File: config.mk
export PLATFORM = sky130hd
export DESIGN_NAME = vsg_guard
export DESIGN_NICKNAME = d
export VERILOG_FILES = /design/src/pkg/vsg_pkg.sv /design/src/rtl/vsg_decode.sv /design/src/rtl/vsg_guard.sv
export VERILOG_INCLUDE_DIRS = /design/src /design/src/pkg
export SDC_FILE = /design/constraint.sdc
export NUM_CORES = 1
export LEC_CHECK = 0
export ABC_AREA = 1
export BUFFER_PORTS_ARGS = -buffer_cell sky130_fd_sc_hd__buf_2
export CAP_MARGIN = 5
export CORE_UTILIZATION = 44
export CTS_CLUSTER_DIAMETER = 40
export DETAILED_ROUTE_END_ITERATION = 6
export PLACE_DENSITY_LB_ADDON = 0.08
export SLEW_MARGIN = 20
export SYNTH_ARGS = -nofsm -noshare
export SYNTH_HDL_FRONTEND = slang
export SYNTH_SLANG_ARGS = --single-unit
File: constraint.sdc
create_clock -name i_clk -period 1.6 [get_ports i_clk]
set_clock_uncertainty 0.05 [all_clocks]
set_input_delay 0.16 -clock i_clk [delete_from_list [all_inputs] [get_ports i_clk]]
set_output_delay 0.16 -clock i_clk [all_outputs]
set_load 0.02 [all_outputs]
File: src/pkg/vsg_consts.svh
// constants for the vacant space and write guard
`ifndef VSG_CONSTS_SVH
`define VSG_CONSTS_SVH
// ****************************************
// bus values and password
// ****************************************
`define VSG_PAD_WORD 16'h3FFF
`define VSG_PWD_KEY 8'hA5
`define VSG_PWD_LSB 8
`define VSG_PWD_MSB 15
// ****************************************
// register offsets (byte addresses)
// ****************************************
`define VSG_CFG_OFS 12'h000
`define VSG_CTRL_OFS 12'h004
`define VSG_STAT_OFS 12'h008
// ****************************************
// field positions and reset values
// ****************************************
`define VSG_PROG_LOCK_BIT 0
`define VSG_DATA_LOCK_BIT 1
`define VSG_IRQ_EN_BIT 0
`define VSG_STAT_BOOT_BIT 16
`define VSG_LOCK_RST 2'b11
`define VSG_IRQ_EN_RST 1'b0
// ****************************************
// memory map
// ****************************************
`define VSG_PERIPH_HI 16'h0FFF
`define VSG_PERIPH_USED_HI 16'h07FF
`define VSG_BOOT_LO 16'h1000
`define VSG_BOOT_HI 16'h17FF
`define VSG_DATA_LO 16'h1800
`define VSG_DATA_HI_SMALL 16'h18FF
`define VSG_DATA_HI_LARGE 16'h19FF
`define VSG_RAM_LO 16'h2000
`define VSG_RAM_HI 16'h27FF
`define VSG_PROG_LO 16'hC000
`endif

File: src/pkg/vsg_pkg.sv
// types shared by the guard and its decoder
package vsg_pkg;
  typedef struct packed {
    logic valid;
    logic write;
    logic fetch;
    logic [15:0] addr;
  } vsg_bus_req_type;
  typedef struct packed {
    logic rdata_override;
    logic [15:0] rdata;
    logic write_block;
    logic nmi;
    logic power_up_clear_reset;
  } vsg_bus_rsp_type;
  typedef struct packed {
    logic vacant;
    logic periph;
    logic in_boot;
    logic in_prog;
    logic in_data;
  } vsg_class_type;
  typedef enum logic [0:0] {
    VSG_ST_IDLE = 1'b0,
    VSG_ST_ACK = 1'b1
  } vsg_apb_state_type;
endpackage

File: src/rtl/vsg_decode.sv
// address classifier for the guard
`timescale 1ns/1ps
`include "vsg_consts.svh"
module vsg_decode #(
  parameter logic [15:0] DATA_HI = `VSG_DATA_HI_SMALL,
  parameter logic [15:0] PERIPH_USED_HI = `VSG_PERIPH_USED_HI,
  parameter logic [15:0] RAM_HI = `VSG_RAM_HI,
  parameter logic [15:0] PROG_LO = `VSG_PROG_LO
) (
  input wire logic [15:0] i_addr,
  input wire logic i_boot_retired,
  output vsg_pkg::vsg_class_type o_class
);
  import vsg_pkg::*;
  logic live_periph;
  logic live_boot;
  logic in_ram;
  always_comb begin
    o_class.periph = (i_addr <= `VSG_PERIPH_HI);
    o_class.in_boot = (i_addr >= `VSG_BOOT_LO) && (i_addr <= `VSG_BOOT_HI);
    o_class.in_data = (i_addr >= `VSG_DATA_LO) && (i_addr <= DATA_HI);
    o_class.in_prog = (i_addr >= PROG_LO);
    in_ram = (i_addr >= `VSG_RAM_LO) && (i_addr <= RAM_HI);
    live_periph = (i_addr <= PERIPH_USED_HI);
    // retired boot code reads as nonexistent
    live_boot = o_class.in_boot && !i_boot_retired;
    o_class.vacant = !(live_periph || live_boot || o_class.in_data || in_ram
                       || o_class.in_prog);
  end
endmodule // vsg_decode

File: src/rtl/vsg_guard.sv
// vacant space and write guard with apb configuration
// Operation
// - vacant access other than a peripheral fetch raises the system nonmaskable request when its enable is set
// - reads from vacant space return 3FFFh instead of memory data
// - vacant fetch returns 3FFFh, a jump to itself, so cpu loops
// - fetch from vacant peripheral space raises power-up-clear reset
// - after boot code finishes its range behaves as vacant space
// - program region has its own write lock bit in config word
// - data region 1800h to 18FFh or 19FFh has separate lock bit
// - lock bits change only when the same write carries the password
// - writes to a locked region are dropped without irq or reset
//
// Local design decisions: the placing of the registers and register access over APB.
`timescale 1ns/1ps
`include "vsg_consts.svh"
module vsg_guard #(
  parameter bit LARGE_DATA = 1'b0,
  parameter logic [15:0] PERIPH_USED_HI = `VSG_PERIPH_USED_HI,
  parameter logic [15:0] RAM_HI = `VSG_RAM_HI,
  parameter logic [15:0] PROG_LO = `VSG_PROG_LO
) (
  input wire logic i_clk,
  input wire logic i_rst,
  input wire logic i_psel,
  input wire logic i_penable,
  input wire logic i_pwrite,
  input wire logic [11:0] i_paddr,
  input wire logic [31:0] i_pwdata,
  output logic [31:0] o_prdata,
  output logic o_pready,
  output logic o_pslverr,
  input vsg_pkg::vsg_bus_req_type i_req,
  input wire logic i_boot_done,
  output vsg_pkg::vsg_bus_rsp_type o_rsp,
  output logic o_program_region_write_lock,
  output logic o_data_region_write_lock
);
  import vsg_pkg::*;
  localparam logic [15:0] DATA_HI = LARGE_DATA ? `VSG_DATA_HI_LARGE : `VSG_DATA_HI_SMALL;
  // lock outputs must come out of reset with the same value as the lock bits
  localparam logic [1:0] LOCK_RST = `VSG_LOCK_RST;

  // ****************************************
  // address classification
  // ****************************************
  vsg_class_type cls;
  logic boot_retired_reg;
  logic boot_retired_next;
  vsg_decode #(
    .DATA_HI(DATA_HI),
    .PERIPH_USED_HI(PERIPH_USED_HI),
    .RAM_HI(RAM_HI),
    .PROG_LO(PROG_LO)
  ) u_decode (
    .i_addr(i_req.addr),
    .i_boot_retired(boot_retired_reg),
    .o_class(cls)
  );

  // ****************************************
  // apb slave
  // ****************************************
  vsg_apb_state_type state_reg;
  vsg_apb_state_type state_next;
  logic [31:0] prdata_next;
  logic pready_next;
  logic pslverr_next;
  logic [1:0] lock_reg;
  logic [1:0] lock_next;
  logic irq_en_reg;
  logic irq_en_next;
  logic [15:0] last_vac_reg;
  logic [15:0] last_vac_next;
  logic commit;
  logic key_ok;
  logic mapped;

  always_comb begin
    state_next = state_reg;
    prdata_next = o_prdata;
    pready_next = 1'b0;
    pslverr_next = 1'b0;
    mapped = (i_paddr == `VSG_CFG_OFS) || (i_paddr == `VSG_CTRL_OFS)
             || (i_paddr == `VSG_STAT_OFS);
    case (state_reg)
      VSG_ST_IDLE: begin
        if (i_psel && !i_penable) begin
          // answer is prepared in setup so the access phase lasts one cycle
          state_next = VSG_ST_ACK;
          pready_next = 1'b1;
          pslverr_next = !mapped;
          prdata_next = 32'h0000_0000;
          if (!i_pwrite) begin
            case (i_paddr)
              `VSG_CFG_OFS: prdata_next = {30'h0000_0000, lock_reg};
              `VSG_CTRL_OFS: prdata_next = {31'h0000_0000, irq_en_reg};
              `VSG_STAT_OFS: prdata_next = {15'h0000, boot_retired_reg, last_vac_reg};
              default: prdata_next = 32'h0000_0000;
            endcase
          end
        end
      end
      VSG_ST_ACK: begin
        state_next = VSG_ST_IDLE;
      end
      default: begin
        state_next = VSG_ST_IDLE;
      end
    endcase
  end

  // ****************************************
  // configuration registers
  // ****************************************
  always_comb begin
    commit = (state_reg == VSG_ST_ACK) && i_psel && i_penable && i_pwrite && o_pready;
    key_ok = (i_pwdata[`VSG_PWD_MSB:`VSG_PWD_LSB] == `VSG_PWD_KEY);
    lock_next = lock_reg;
    irq_en_next = irq_en_reg;
    // a write without the key keeps both locks as they were
    if (commit && (i_paddr == `VSG_CFG_OFS) && key_ok) begin
      lock_next[`VSG_PROG_LOCK_BIT] = i_pwdata[`VSG_PROG_LOCK_BIT];
      lock_next[`VSG_DATA_LOCK_BIT] = i_pwdata[`VSG_DATA_LOCK_BIT];
    end
    if (commit && (i_paddr == `VSG_CTRL_OFS)) begin
      irq_en_next = i_pwdata[`VSG_IRQ_EN_BIT];
    end
  end

  // ****************************************
  // bus guard
  // ****************************************
  vsg_bus_rsp_type rsp_next;
  logic vac_hit;
  logic periph_fetch;
  always_comb begin
    vac_hit = i_req.valid && cls.vacant;
    periph_fetch = vac_hit && i_req.fetch && cls.periph;
    boot_retired_next = boot_retired_reg || i_boot_done;
    last_vac_next = vac_hit ? i_req.addr : last_vac_reg;
    rsp_next = '0;
    // vacant reads and fetches see the pad word, which decodes as a self jump
    rsp_next.rdata_override = vac_hit && !i_req.write;
    rsp_next.rdata = vac_hit ? `VSG_PAD_WORD : 16'h0000;
    rsp_next.power_up_clear_reset = periph_fetch;
    // the reset supersedes the interrupt on a peripheral fetch
    rsp_next.nmi = vac_hit && irq_en_reg && !periph_fetch;
    rsp_next.write_block = i_req.valid && i_req.write && (cls.vacant
      || (cls.in_prog && lock_reg[`VSG_PROG_LOCK_BIT])
      || (cls.in_data && lock_reg[`VSG_DATA_LOCK_BIT]));
  end

  always_ff @(posedge i_clk or posedge i_rst) begin
    if (i_rst) begin
      state_reg <= VSG_ST_IDLE;
      o_prdata <= 32'h0000_0000;
      o_pready <= 1'b0;
      o_pslverr <= 1'b0;
      lock_reg <= `VSG_LOCK_RST;
      irq_en_reg <= `VSG_IRQ_EN_RST;
      boot_retired_reg <= 1'b0;
      last_vac_reg <= 16'h0000;
      o_rsp <= '0;
      o_program_region_write_lock <= LOCK_RST[`VSG_PROG_LOCK_BIT];
      o_data_region_write_lock <= LOCK_RST[`VSG_DATA_LOCK_BIT];
    end else begin
      state_reg <= state_next;
      o_prdata <= prdata_next;
      o_pready <= pready_next;
      o_pslverr <= pslverr_next;
      lock_reg <= lock_next;
      irq_en_reg <= irq_en_next;
      boot_retired_reg <= boot_retired_next;
      last_vac_reg <= last_vac_next;
      o_rsp <= rsp_next;
      o_program_region_write_lock <= lock_next[`VSG_PROG_LOCK_BIT];
      o_data_region_write_lock <= lock_next[`VSG_DATA_LOCK_BIT];
    end
  end
endmodule // vsg_guard

==> flow_summary.ini <==
[route]
first_pass_iters = 4
drtIter0Drc = 83
routed_wire_length_per_instance_um = 11.1
viasPerCell = 4.56
drt-total-wl_um = 4580
vias = 1887
ant_nets = 0
drc_errors = 0

[power]
sw_frac_of_total_pct = 27.6
power_leakage_nw = 1.50
power_switching_w = 0.000625
combPwrFrac_pct = 15.8
p_clk_share_pct = 30.7
ir_drop_mv = 0.495
p_seq_share_pct = 53.5
internal_power_w = 0.00164
power_density_nw_per_um2 = 837

[run]
drv_cap = 0

[finish]
final_core_util_pct = 55.8
largest_register_ffs = 17
diodes = 0
area_growth_syn_to_layout_pct = 19.6
drive_above_1_share_pct = 32.0
final_common_cell = buf_2
nets = 415
mostFrequentLayoutCells = buf_2 (85), nand2_1 (81), dfrtp_1 (42), nand3_1 (22), nor2_1 (18)

[global_route]
grt.overflow.total = 0
first_global_vias = 1782
grt_max_degree = 45
antenna_found_initial = 0
grt_pass1_wl_um = 7820
grt_use_total_pct = 18.9

[clock_tree]
cts_root_buffer = clkbuf_8
clock_latency_ps = 290
cts_num_sinks = 44
cts_setup_buffers = 0
htreeDepth = 2
cts_tree = built
clock_path_buffers = 2
cts_inserted_buffers = 5
clkTransAtPathRegs_ps = 80

[worst_setup_path]
r2r_slack_ps = 230
timing.rr.start = boot_retired_reg
crit_path_start = boot_retired_reg
end_kind = register
critPathKind = reg2reg
endpoint = last_vac_reg[2]
ff2ff_path_depth = 5
cp-start-kind = register
cp.arrival_ps = 1500
critPathRequiredTime_ps = 1730
reg2reg_to = last_vac_reg[2]
critPathMaxFanout = 12

[sta]
whs_ps = 14.4
slew_viol_final = 0
period_minus_slack_ps = 1370
tns_ps = 0
rsz0062_at_grt = no
fin_crit_sh_pct = 85.6
clock.fmax_ghz = 0.730
hold_viol = 0
setup_viol = 0

[floorplan]
initial_utilization_pct = 46.7
coreArea_sq_um = 4850
die_y_um = 73.7
die-area_sq_um = 5430
io_pins = 125
die_x_um = 73.7
rows = 25

[logic_synthesis]
yosys_warnings = 0
avgSynthCellArea_sq_um = 8.38
synth_largest_area_cell = dfrtp_1
syn_inst = 270
netlist.area_leader.share_pct = 46.4
synthTopCellsByArea = dfrtp_1 (46%), nand2_1 (13%), buf_4 (10%)
synth.distinct_cells = 24
synth.ff_latch_count = 44
synthesis.area_sq_um = 2260
ys_seq_area_share_pct = 48.8

[placement]
dp_hpwl_um = 3320
place_congestion = 0.805
port_buffers = 85

[worst_hold_path]
hp-start = i_pwdata[1]
worst_hold_path_type = in2reg

[run_status]
outcome = completed
[cell type report]
type / count / area (sq um)
clock inverter: 2 / 10.0
sequential: 44 / 1100
multi-input combinational: 186 / 862
tap: 67 / 83.8
inverter: 16 / 60.1
fill: 484 / 2140
timing repair buffer: 93 / 505
clock buffer: 6 / 82.6
[kinds of logic (layout without fill, tap and decap cells)]
kind of cell    Yosys count  after routing  synth area share [%]
simple gates            150            150                  30.4
flops                    44             44                  48.8
buf+inv                  56            117                  16.1
other cells               1             17                 0.166
compound gates           19             19                  4.53
[power groups by stage]
stage	clock network, W	registers, W	logic [W]
after floorplan	0	0.00124	0.000285
after global placement	0	0.00124	0.000349
after detailed placement	0	0.00124	0.000354
after CTS	0.000724	0.00121	0.000360
after global routing	0.000785	0.00122	0.000403
final	0.000697	0.00121	0.000357
[Yosys cell counts (all sizes together)]
cell type  instances
nand2             81
nand3b             1
nand3             24
dfrtp             42
nor2              22
a21oi              2
or2                1
nand4             17
conb               1
nor3               4
inv               16
buf               40
o21ai             17
dfstp              2
[how the worst min path moves through the flow]
stage | endpoint | slack, ps | cells past startpoint
4_1_cts | lock_reg[1] | 9 | 3
3_5_place_dp | o_prdata[5] | 160 | 3
3_3_place_gp | o_prdata[4] | 170 | 3
6_report | lock_reg[1] | 10 | 3
2_1_floorplan | o_rsp[19] | 180 | 1
5_1_grt | o_pready | 20 | 2
[per-layer routing]
| metal | routed length [um] | GRT usage [%] | up-vias |
|---|---|---|---|
| li1 | - | - | 980 |
| met1 | 2300 | 26.5 | 847 |
| met3 | 185 | 4.53 | 2 |
| met5 | 0 | 0 | - |
| met4 | 15 | 4.06 | 0 |
| met2 | 2080 | 29.7 | 58 |
[what timing repair did]
| item | CTS | global route |
|---|---|---|
| endpoints found under the setup margin | 0 | 10 |
| resized for setup | 0 | 1 |
| hold buffers | 3 | 0 |
| endpoints found under the hold margin | 44 | 0 |
[worst max-delay path, cell delays in order, from the launching register on]
cell	delay [ps]
dfrtp_1	410
o21ai_0	190
nand3_2	190
buf_4	240
nand4_1	120
nand2_1	60
[metrics by stage]
| stage | area [sq um] | worst slack, ps | instances | total power (W) |
|---|---|---|---|---|
| floorplan | 2320 | 226 | 286 | 0.00152 |
| global placement | 2580 | -69.1 | 403 | 0.00158 |
| detailed placement | 2580 | -105 | 403 | 0.00159 |
| CTS | 2700 | 151 | 414 | 0.00230 |
| global route | 2710 | 55.1 | 414 | 0.00241 |
| finish | 2710 | 230 | 414 | 0.00227 |
Note: power is estimated with default switching activity, not from simulation.
